### config.mk
export PLATFORM = sky130hd
export DESIGN_NAME = tlip_ctrl
export DESIGN_NICKNAME = d
export VERILOG_FILES = /design/src/hw/tlip_arb.v /design/src/hw/tlip_ctrl.v
export VERILOG_INCLUDE_DIRS = /design/src /design/src/common
export SDC_FILE = /design/constraint.sdc
export NUM_CORES = 1
export LEC_CHECK = 0
export BUFFER_PORTS_ARGS = -buffer_cell sky130_fd_sc_hd__buf_2
export CORE_ASPECT_RATIO = 1.4
export CORE_MARGIN = 2
export CORE_UTILIZATION = 47
export DETAILED_ROUTE_END_ITERATION = 10
export PLACE_DENSITY = 0.76
export SKIP_LAST_GASP = 1
export SYNTH_ARGS = -nofsm -noshare
export SYNTH_HDL_FRONTEND = slang
export SYNTH_SLANG_ARGS = --single-unit
### constraint.sdc
create_clock -name clk -period 2.75 [get_ports clk]
set_clock_uncertainty 0.1 [all_clocks]
set_input_delay 0.825 -clock clk [delete_from_list [all_inputs] [get_ports clk]]
set_output_delay 0.825 -clock clk [all_outputs]
set_load 0.1 [all_outputs]
### src/common/tlip_regs.vh
// Register map, field positions, vectors and timing counts of the interrupt controller
`ifndef TLIP_REGS_VH
`define TLIP_REGS_VH

// Register byte offsets
`define TLIP_OFS_CTRL      8'h00
`define TLIP_OFS_RSTCTL    8'h04
`define TLIP_OFS_FLAG      8'h08
`define TLIP_OFS_ENABLE    8'h0c
`define TLIP_OFS_PRIO      8'h10
`define TLIP_OFS_STATE     8'h14
`define TLIP_OFS_IRQ_STAT  8'h18
`define TLIP_OFS_IRQ_MASK  8'h1c

// irq_control_reg fields
`define TLIP_BIT_HIGH_EN   7
`define TLIP_BIT_LOW_EN    6
// reset_control_reg field
`define TLIP_BIT_PRIO_EN   7

// State register fields
`define TLIP_BIT_IN_HIGH   0
`define TLIP_BIT_IN_LOW    1
`define TLIP_BIT_BUSY      2
`define TLIP_VEC_LSB       16

// Interrupt status fields
`define TLIP_IST_TAKE      0
`define TLIP_IST_RETURN    1
`define TLIP_IST_PREEMPT   2
`define TLIP_IST_W         3

// Vector addresses
`define TLIP_VEC_HIGH      16'h0008
`define TLIP_VEC_LOW       16'h0018

// Reset values
`define TLIP_RST_CTRL      8'h00
`define TLIP_RST_RSTCTL    8'h00
`define TLIP_RST_IST       3'h0
`define TLIP_RST_VEC       16'h0000

// Timing: clocks per instruction cycle, instruction cycles of wait before vectoring
`define TLIP_CLK_PER_INSTR 4
`define TLIP_LAT_INSTR     3

`endif

### src/hw/tlip_arb.v
// Request qualification and level selection for the two-level interrupt controller
module tlip_arb #(
   parameter N = 8
) (
   input  wire [N-1:0] flag,
   input  wire [N-1:0] enable,
   input  wire [N-1:0] prio,
   input  wire [N-1:0] periph,
   input  wire         prio_mode,
   input  wire         high_en,
   input  wire         low_en,
   input  wire         in_high,
   output wire         req_high,
   output wire         req_low
);

   wire [N-1:0] armed;
   wire [N-1:0] compat_ok;
   wire         any_high;
   wire         any_low;
   wire         any_compat;

   // Flag, individual enable and group enable all needed
   assign armed      = flag & enable;
   assign any_high   = |(armed & prio);
   assign any_low    = |(armed & ~prio);
   // Compatibility: priority ignored, peripherals gated by bit 6
   assign compat_ok  = ~periph | {N{low_en}};
   assign any_compat = |(armed & compat_ok);

   assign req_high = prio_mode ? (any_high & high_en)
                               : (any_compat & high_en);
   // Low level held off while a high routine runs
   assign req_low  = prio_mode & any_low & low_en & ~in_high;

endmodule // tlip_arb

### src/hw/tlip_ctrl.v
// Two-level interrupt priority controller with APB registers and core vector port
//
// How it works
// - High level vectors 0008h, low level 0018h.
// - Pending high request preempts running low routine.
// - Priority levels only while priority enable set.
// - Priority enable resets cleared: compatibility mode.
// - Bit 7 gates high sources, bit 6 low.
// - Vector needs flag, enable and group enable.
// - Compatibility mode ignores priority, vectors 0008h.
// - Compatibility: bit 6 peripherals, bit 7 all.
// - Entry clears the governing global or group enable.
// - Low requests wait while high routine runs.
// - Entry pushes return address, loads vector into PC.
// - Return instruction exits and sets matching enable.
// - Event to vector takes three to four instructions.
// - Latency independent of one or two cycle instructions.
// - Flags set on events whatever the enables.
// - Each source has flag, enable, priority bit.
`include "tlip_regs.vh"

module tlip_ctrl #(
   parameter         N          = 8,
   parameter [31:0]  PERIPH_MAP = 32'hffff_fff0,
   parameter [31:0]  PRIO_RST   = 32'hffff_ffff,
   parameter         CLK_DIV    = `TLIP_CLK_PER_INSTR,
   parameter         LAT        = `TLIP_LAT_INSTR
) (
   input  wire         clk,
   input  wire         rst,
   input  wire [7:0]   paddr,
   input  wire         psel,
   input  wire         penable,
   input  wire         pwrite,
   input  wire [31:0]  pwdata,
   output reg  [31:0]  prdata,
   output wire         pready,
   output reg          pslverr,
   input  wire [N-1:0] src_event,
   input  wire         return_from_irq_instr,
   output reg          vec_take,
   output reg  [15:0]  vec_addr,
   output reg          stack_push,
   output wire         instr_tick,
   output wire         irq
);

   localparam S_IDLE = 2'b01;
   localparam S_WAIT = 2'b10;

   reg  [7:0]             ctrl_reg;
   reg  [7:0]             rstctl_reg;
   reg  [N-1:0]           flag_reg;
   reg  [N-1:0]           en_reg;
   reg  [N-1:0]           prio_reg;
   reg  [`TLIP_IST_W-1:0] ist_reg;
   reg  [`TLIP_IST_W-1:0] imask_reg;
   reg  [1:0]             state_reg;
   reg  [1:0]             state_next;
   reg  [7:0]             div_reg;
   reg  [7:0]             lat_reg;
   reg                    in_high_reg;
   reg                    in_low_reg;
   reg  [15:0]            last_vec_reg;

   wire        prio_mode;
   wire        high_en;
   wire        low_en;
   wire        req_high;
   wire        req_low;
   wire        setup;
   wire        wr;
   wire        take_now;
   wire        take_high;
   wire        take_low;
   wire        do_ret;
   wire        preempt;
   wire [N-1:0] periph;

   reg  [N-1:0]           flag_next;
   reg  [7:0]             ctrl_next;
   reg  [`TLIP_IST_W-1:0] ist_next;
   reg  [`TLIP_IST_W-1:0] ist_set;
   reg                    in_high_next;
   reg                    in_low_next;

   function [N-1:0] wsel;
      input [31:0] d;
      begin
         wsel = d[N-1:0];
      end
   endfunction

   function [31:0] zext;
      input [N-1:0] d;
      begin
         zext = 32'h0000_0000;
         zext[N-1:0] = d;
      end
   endfunction

   function hit;
      input [7:0] a;
      input [7:0] ofs;
      begin
         hit = (a == ofs);
      end
   endfunction

   assign periph    = PERIPH_MAP[N-1:0];
   assign prio_mode = rstctl_reg[`TLIP_BIT_PRIO_EN];
   assign high_en   = ctrl_reg[`TLIP_BIT_HIGH_EN];
   assign low_en    = ctrl_reg[`TLIP_BIT_LOW_EN];
   assign setup     = psel & ~penable;
   assign wr        = psel & penable & pwrite;
   assign pready    = 1'b1;
   assign irq       = |(ist_reg & imask_reg);

   // Instruction cycle enable from the core clock
   assign instr_tick = (div_reg == CLK_DIV - 1);

   always @(posedge clk or posedge rst)
   begin
      if (rst)
         div_reg <= 8'h00;
      else if (instr_tick)
         div_reg <= 8'h00;
      else
         div_reg <= div_reg + 8'h01;
   end

   tlip_arb #(
      .N (N)
   ) u_arb (
      .flag      (flag_reg),
      .enable    (en_reg),
      .prio      (prio_reg),
      .periph    (periph),
      .prio_mode (prio_mode),
      .high_en   (high_en),
      .low_en    (low_en),
      .in_high   (in_high_reg),
      .req_high  (req_high),
      .req_low   (req_low)
   );

   // Vector fires when the wait ends on an instruction boundary
   assign take_now  = (state_reg == S_WAIT) & instr_tick & (lat_reg == LAT - 1);
   assign take_high = take_now & req_high;
   assign take_low  = take_now & ~req_high & req_low;
   assign preempt   = take_high & prio_mode & in_low_reg;
   assign do_ret    = return_from_irq_instr;

   // Wait counts whole instruction cycles, never instruction length
   always @*
   begin
      state_next = state_reg;
      case (state_reg)
         S_IDLE:
         begin
            if (instr_tick & (req_high | req_low))
               state_next = S_WAIT;
         end
         S_WAIT:
         begin
            if (instr_tick & ~(req_high | req_low))
               state_next = S_IDLE;
            else if (take_now)
               state_next = S_IDLE;
         end
         default:
            state_next = S_IDLE;
      endcase
   end

   always @(posedge clk or posedge rst)
   begin
      if (rst)
      begin
         state_reg <= S_IDLE;
         lat_reg   <= 8'h00;
      end
      else
      begin
         state_reg <= state_next;
         if (state_reg != S_WAIT)
            lat_reg <= 8'h00;
         else if (instr_tick)
            lat_reg <= lat_reg + 8'h01;
      end
   end

   // Core port: vector and push strobe
   always @(posedge clk or posedge rst)
   begin
      if (rst)
      begin
         vec_take     <= 1'b0;
         stack_push   <= 1'b0;
         vec_addr     <= `TLIP_RST_VEC;
         last_vec_reg <= `TLIP_RST_VEC;
      end
      else
      begin
         vec_take   <= take_high | take_low;
         stack_push <= take_high | take_low;
         if (take_high)
         begin
            vec_addr     <= `TLIP_VEC_HIGH;
            last_vec_reg <= `TLIP_VEC_HIGH;
         end
         else if (take_low)
         begin
            vec_addr     <= `TLIP_VEC_LOW;
            last_vec_reg <= `TLIP_VEC_LOW;
         end
      end
   end

   // Enables and service tracking
   always @*
   begin
      ctrl_next    = ctrl_reg;
      in_high_next = in_high_reg;
      in_low_next  = in_low_reg;
      if (wr & hit(paddr, `TLIP_OFS_CTRL))
         ctrl_next = pwdata[7:0];
      if (do_ret)
      begin
         if (~prio_mode)
         begin
            ctrl_next[`TLIP_BIT_HIGH_EN] = 1'b1;
            in_high_next = 1'b0;
            in_low_next  = 1'b0;
         end
         else if (in_high_reg)
         begin
            ctrl_next[`TLIP_BIT_HIGH_EN] = 1'b1;
            in_high_next = 1'b0;
         end
         else
         begin
            ctrl_next[`TLIP_BIT_LOW_EN] = 1'b1;
            in_low_next = 1'b0;
         end
      end
      // Entry beats a software write in the same cycle
      if (take_high)
      begin
         ctrl_next[`TLIP_BIT_HIGH_EN] = 1'b0;
         in_high_next = 1'b1;
      end
      else if (take_low)
      begin
         ctrl_next[`TLIP_BIT_LOW_EN] = 1'b0;
         in_low_next = 1'b1;
      end
   end

   // Flags: event set wins over write-one-to-clear
   always @*
   begin
      flag_next = flag_reg;
      if (wr & hit(paddr, `TLIP_OFS_FLAG))
         flag_next = flag_reg & ~wsel(pwdata);
      flag_next = flag_next | src_event;
   end

   always @*
   begin
      ist_set = {`TLIP_IST_W{1'b0}};
      ist_set[`TLIP_IST_TAKE]    = take_high | take_low;
      ist_set[`TLIP_IST_RETURN]  = do_ret;
      ist_set[`TLIP_IST_PREEMPT] = preempt;
      ist_next = ist_reg;
      if (wr & hit(paddr, `TLIP_OFS_IRQ_STAT))
         ist_next = ist_reg & ~pwdata[`TLIP_IST_W-1:0];
      ist_next = ist_next | ist_set;
   end

   always @(posedge clk or posedge rst)
   begin
      if (rst)
      begin
         ctrl_reg    <= `TLIP_RST_CTRL;
         rstctl_reg  <= `TLIP_RST_RSTCTL;
         flag_reg    <= {N{1'b0}};
         en_reg      <= {N{1'b0}};
         prio_reg    <= PRIO_RST[N-1:0];
         ist_reg     <= `TLIP_RST_IST;
         imask_reg   <= `TLIP_RST_IST;
         in_high_reg <= 1'b0;
         in_low_reg  <= 1'b0;
      end
      else
      begin
         ctrl_reg    <= ctrl_next;
         flag_reg    <= flag_next;
         ist_reg     <= ist_next;
         in_high_reg <= in_high_next;
         in_low_reg  <= in_low_next;
         if (wr & hit(paddr, `TLIP_OFS_RSTCTL))
            rstctl_reg <= pwdata[7:0] & (8'h01 << `TLIP_BIT_PRIO_EN);
         if (wr & hit(paddr, `TLIP_OFS_ENABLE))
            en_reg <= wsel(pwdata);
         if (wr & hit(paddr, `TLIP_OFS_PRIO))
            prio_reg <= wsel(pwdata);
         if (wr & hit(paddr, `TLIP_OFS_IRQ_MASK))
            imask_reg <= pwdata[`TLIP_IST_W-1:0];
      end
   end

   // Read data captured in the setup cycle, shown in the access cycle
   always @(posedge clk or posedge rst)
   begin
      if (rst)
      begin
         prdata  <= 32'h0000_0000;
         pslverr <= 1'b0;
      end
      else if (setup)
      begin
         pslverr <= 1'b0;
         prdata  <= 32'h0000_0000;
         case (paddr)
            `TLIP_OFS_CTRL:     prdata[7:0] <= ctrl_reg;
            `TLIP_OFS_RSTCTL:   prdata[7:0] <= rstctl_reg;
            `TLIP_OFS_FLAG:     prdata <= zext(flag_reg);
            `TLIP_OFS_ENABLE:   prdata <= zext(en_reg);
            `TLIP_OFS_PRIO:     prdata <= zext(prio_reg);
            `TLIP_OFS_STATE:
            begin
               prdata[`TLIP_BIT_IN_HIGH] <= in_high_reg;
               prdata[`TLIP_BIT_IN_LOW]  <= in_low_reg;
               prdata[`TLIP_BIT_BUSY]    <= (state_reg == S_WAIT);
               prdata[31:`TLIP_VEC_LSB]  <= last_vec_reg;
            end
            `TLIP_OFS_IRQ_STAT: prdata[`TLIP_IST_W-1:0] <= ist_reg;
            `TLIP_OFS_IRQ_MASK: prdata[`TLIP_IST_W-1:0] <= imask_reg;
            default:            pslverr <= 1'b1;
         endcase
      end
   end

endmodule // tlip_ctrl
======== Word level (Yosys, flattened, before mapping) ========
Index checks and enable logic that the tools add are counted.
Widths: inputs -> output; s select.
cells by class
  magnitude comparators ................... 0
  multipliers ............................. 0
  shifts and indexed selects .............. 0
  multiplexer cells ....................... 32
  div/mod/pow operators ................... 0
  reduce and logical (&&, ||, !) cells .... 10
  equal/unequal tests ..................... 14
  $add $sub $neg .......................... 2
  bitwise operators ....................... 42
operator list
  kind                 number
  $mux 16              3
  $and 8x8->8          5
  $mux 8               5
  $eq 8x5->1 const B   4
  $reduce_or 8->1      4
  $pmux 5 s5           1
  $and 1x1->1          24
  $pmux 3 s7           1
  $add 8x1->8 const B  2
  $eq 8x2->1 const B   2
  $eq 8x4->1 const B   2
  $mux 1               16
  $not 8->8            2
  $eq 8x3->1 const B   1
  $logic_not 8->1      1
  $mux 2               4
  $or 8x8->8           1
  $and 3x3->3          2
  $reduce_bool 2->1    3
  $ne 2x2->1 const B   2
  $not 1->1            4
  $pmux 2 s2           1
  $mux 3               1
  $ne 3x2->1 const B   1
  other kinds (7)      8
word-level totals
  memories ................................ 0
  output and inout port bits .............. 54
  bits in latches ......................... 0
  memory bits (read-only) ................. 0
  input bits .............................. 54
  logic and storage cells ................. 117
  RAM bits ................................ 0
  register bits after elaboration ......... 101

======== Longest topological paths before layout ========
  depth after elaboration ................. 11
  mapped depth ............................ 7
  gate-level depth less buffers ........... 7

======== By module ========
From an unflattened synthesis, not the netlist that was laid out.
second synthesis, totals
  cells, all modules ...................... 391
  area total of the unflattened synthesis .. 4078.9 µm²
by module, submodules not included
  module     area each (µm²)  sequential area each (µm²)  cells each  times used
  tlip_ctrl  3849.9           1838.0                      350         1
  tlip_arb   229.0            0.0                         41          1

======== Least setup slack after synthesis ========
Ideal clock, no wire load.
  path kind ............................... input port to flip-flop
  from .................................... in paddr[5]
  to ...................................... reg ist_reg[0]
  required time ........................... 2.531 ns
  data arrival time ....................... 2.454 ns
  path buffers ............................ 0
  setup slack ............................. 0.078 ns
  library setup time ...................... 0.119 ns
  stages on the path ...................... 5
  cells stage by stage .................... or4_4 or3b_4 or3_4 o21ai_2 a21bo_1
between the ends
  longest elaborated chain between the ends .. 4
RTL lines
  what                  line             text
  from (decl)           tlip_ctrl.v:31   input wire [7:0] paddr,
  $eq 8x5->1            tlip_ctrl.v:106  hit = (a == ofs);
  $and 1x1->1           tlip_ctrl.v:276  if (wr & hit(paddr, `TLIP_OFS_IRQ_STAT))
  $mux 3                tlip_ctrl.v:276
  $or 3x3->3            tlip_ctrl.v:278  ist_next = ist_next | ist_set;
  net ist_next[0]       tlip_ctrl.v:82   reg [`TLIP_IST_W-1:0] ist_next;
  to (signal assigned)  tlip_ctrl.v:290  ist_reg <= `TLIP_RST_IST;
  to (signal assigned)  tlip_ctrl.v:299  ist_reg <= ist_next;
  to (decl)             tlip_ctrl.v:56   reg [`TLIP_IST_W-1:0] ist_reg;
The timed path passes the listed nets, and every way through them passes these cells.
A chain may end at the register's enable or synchronous reset.

======== Worst setup path in the final report ========
  from .................................... reg div_reg[0]
  to ...................................... out instr_tick
between the ends
  longest elaborated chain between the ends .. 1
RTL lines
  what                    line             text
  from (decl)             tlip_ctrl.v:60   reg [7:0] div_reg;
  from (signal assigned)  tlip_ctrl.v:129  div_reg <= div_reg + 8'h01;
  $eq 8x2->1              tlip_ctrl.v:120  assign instr_tick = (div_reg == CLK_DIV - 1);
  to (decl)               tlip_ctrl.v:44   output wire instr_tick,
Every way passes these cells.

==> summary.txt <==
Cells and area
  – Layout cell share with drive strength beyond 1: between 20% and 30%
  – Commonest non-fill, non-tap cell in the layout: dfrtp_1
  – Commonest non-fill, non-tap cells in the layout: dfrtp_1 (64), nand2_1 (49), buf_2 (45), conb_1 (37), o21ai_0 (26)
  – Area growth syn-to-layout: 16.8%
  – Post-Route Utilization: about 56%
  – Max FFs per register: 10
  – Biggest register: prdata
  – # nets final: around 500
  – Diode count: 0
  – Fin cells: 547

STA
  – Slew Limit Fails: 0
  – Hold Fails Final Rpt: 0
  – Rel. slew slack: 58.4%
  – Setup TNS: 0 ps
  – Hold_ws: approximately 380 ps
  – Worst-Margin Slew: roughly 620 ps
  – Final setup viols: 0
  – Fmax: approximately 0.38 GHz
  – Post-layout min period: approximately 2700 ps
  – RSZ-0062 raised after global routing: false
  – Final worst path period share: a little over nine tenths

Die
  – Die ar.: between 8000 and 9000 µm²
  – Initial core utilization: 47.9%
  – Row count: 39
  – Die Wd: just over 80 µm
  – Die Y-Extent: 111 µm
  – Core region area: 8050 µm²
  – # IOs: approximately 110

Setup path
  – Critical path arrival: 1730 ps
  – Crit path capture type: primary output
  – Critical Path Fanout Max: 10
  – Required @ worst endpoint: between 1500 and 2000 ps
  – Startpoint types: flop
  – Kind of critical path: flop to primary output
  – R2R depth: 7

Power
  – Pwr/cell area: ~630 nW/µm²
  – Logic pwr share: a little over an eighth
  – Peak supply drop: a little under 0.4 mV
  – Clock power frac: just under 50%
  – NetSw: ~790 µW
  – Leak: around 2.1 nW
  – Switching fraction of total power: 27.9%
  – Int Power: between 2 and 2.5 mW
  – Total power: 2.82 mW
  – Sequential Power Share: between 30% and 40%

Synthesis
  – Flop and latch count out of synthesis: 73
  – Synth Warn #: 0
  – Post-synthesis cell count: approximately 390
  – Mapped Avg Cell Area: 10.0 µm²
  – Synth unique cells: 53
  – Prevailing post-synth register cell: dfrtp_1
  – Post-Syn Area: between 3000 and 4000 µm²
  – FFs w/ async S/R, synth: 100%
  – Post-synth EDFFs: 0
  – Sequential fraction of the synthesis area: a little under half

Placed design
  – DP Wirelength: about 6200 µm
  – GP Congestion: about 0.93
  – DP Cell Count: approximately 530
  – Port buffer count: 46

Drt
  – Total Wirelength: between 8000 and 9000 µm
  – Routed via count: ~3,000
  – Drt initial violations: around 310
  – Via density: roughly 5.4
  – Routed Antenna Nets: 0
  – DR WL/cell: between 15 and 20 µm
  – DRC violations left: 0
  – DR pass1 iterations: 4

Flow run
  – Total of max-cap violations: 0

CTS
  – Reg clk slew, reported paths: roughly 60 ps
  – Hold_buf cts: 0
  – # H-tree levels: 3
  – CTS Sinks: 73
  – Total CTS buffers: 9
  – Root Buffer: clkbuf_16
  – Clock Latency Late Sink: between 300 and 400 ps
  – Longest Clk Path Bufs: 2
  – TritonCTS clock tree: done
  – Post-CTS Setup Inserts: 0
  – PostCTS Resize Cnt: 0

GRT
  – Largest net degree at the start of global routing: 74
  – Aggregate global routing overflow: 0
  – Vias in the first global route: 2,977
  – First-pass GRT wire length: around 14,000 µm
  – Gr usage total: just over 20%
  – Initial antenna violation count: 0

Min path
  – Hold path depth: 2
  – Worst hold path class: flop to flop

Run status
  – Status: complete, no violations
[stage by stage]
stage          instance area [µm²]  setup slack, ps
6_report                      4500             96.5
3_3_place_gp                  4150            -98.0
3_5_place_dp                  4150             -123
4_1_cts                       4500             39.7
2_1_floorplan                 3990             77.7
5_1_grt                       4500             5.34
[area by class of cell]
type / instances / area [µm²]
Fill cell: 702 / 3550
Sequential cell: 73 / 1840
Multi-Input combinational cell: 288 / 1780
Timing Repair Buffer: 58 / 360
Clock buffer: 9 / 225
Tap cell: 102 / 128
Clock inverter: 7 / 124
Inverter: 10 / 43.8
[logic make-up after synthesis]
group	count (synthesis)	synth area share (%)
xor gates and xnor gates	12	2.73
muxes	29	9.19
AOI/OAI and AO/OA	75	12.8
buffers and inverters	59	9.44
and+or+nand+nor	132	17.0
other	2	0.195
adders and majority gates	3	0.974
DFF	73	47.7
[synthesized netlist by cell type (8+ instances only)]
| cell | n | area, µm² |
|---|---|---|
| a21o_1 | 11 | 82.6 |
| xnor2_1 | 9 | 78.8 |
| dfrtp_1 | 64 | 1600 |
| clkbuf_1 | 9 | 33.8 |
| mux2_2 | 20 | 225 |
| nand3_1 | 17 | 85.1 |
| nand2_1 | 49 | 184 |
| o21ai_0 | 26 | 130 |
| a21oi_1 | 8 | 40.0 |
| nor2_1 | 23 | 86.3 |
| dfstp_2 | 9 | 236 |
| inv_1 | 9 | 33.8 |
| buf_4 | 38 | 285 |
[power by group through the flow]
stage | clock [mW] | combinational [mW] | sequential (mW)
after floorplan | 0 | 0.342 | 1.12
after global placement | 0 | 0.361 | 1.11
after detailed placement | 0 | 0.366 | 1.11
after CTS | 1.38 | 0.367 | 1.10
after global routing | 1.42 | 0.386 | 1.10
final | 1.36 | 0.366 | 1.10
[critical path, stage by stage, from the launching register on]
cell and delay, ps:
dfrtp_1 400, ha_1 250, nor4b_1 250, nand2_1 160, inv_4 150, buf_12 190
[per-layer routing]
metal	track usage, %	share of wire, %	vias to the layer above
met2	33.9	52	135
met4	9.49	3.7	0
met1	24.4	39	1427
met3	4.48	5.9	29
li1	-	-	1381
met5	0	0	-
[worst paths after layout]
check | startpoint | slack, ps | to
min | prdata[20]$_DFFE_PP0P_ | 380 | prdata[20]$_DFFE_PP0P_
max | div_reg[0]$_DFF_PP0_ | 100 | instr_tick
max reg2reg | div_reg[0]$_DFF_PP0_ | 460 | ctrl_reg[6]$_DFF_PP0_
max in group asynchronous | rst | 1710 | prio_reg[0]$_DFFE_PP1P_
min in group asynchronous | rst | 480 | flag_reg[1]$_DFF_PP0_
min reg2reg | prdata[20]$_DFFE_PP0P_ | 380 | prdata[20]$_DFFE_PP0P_
(Power assumes the default switching activity.)
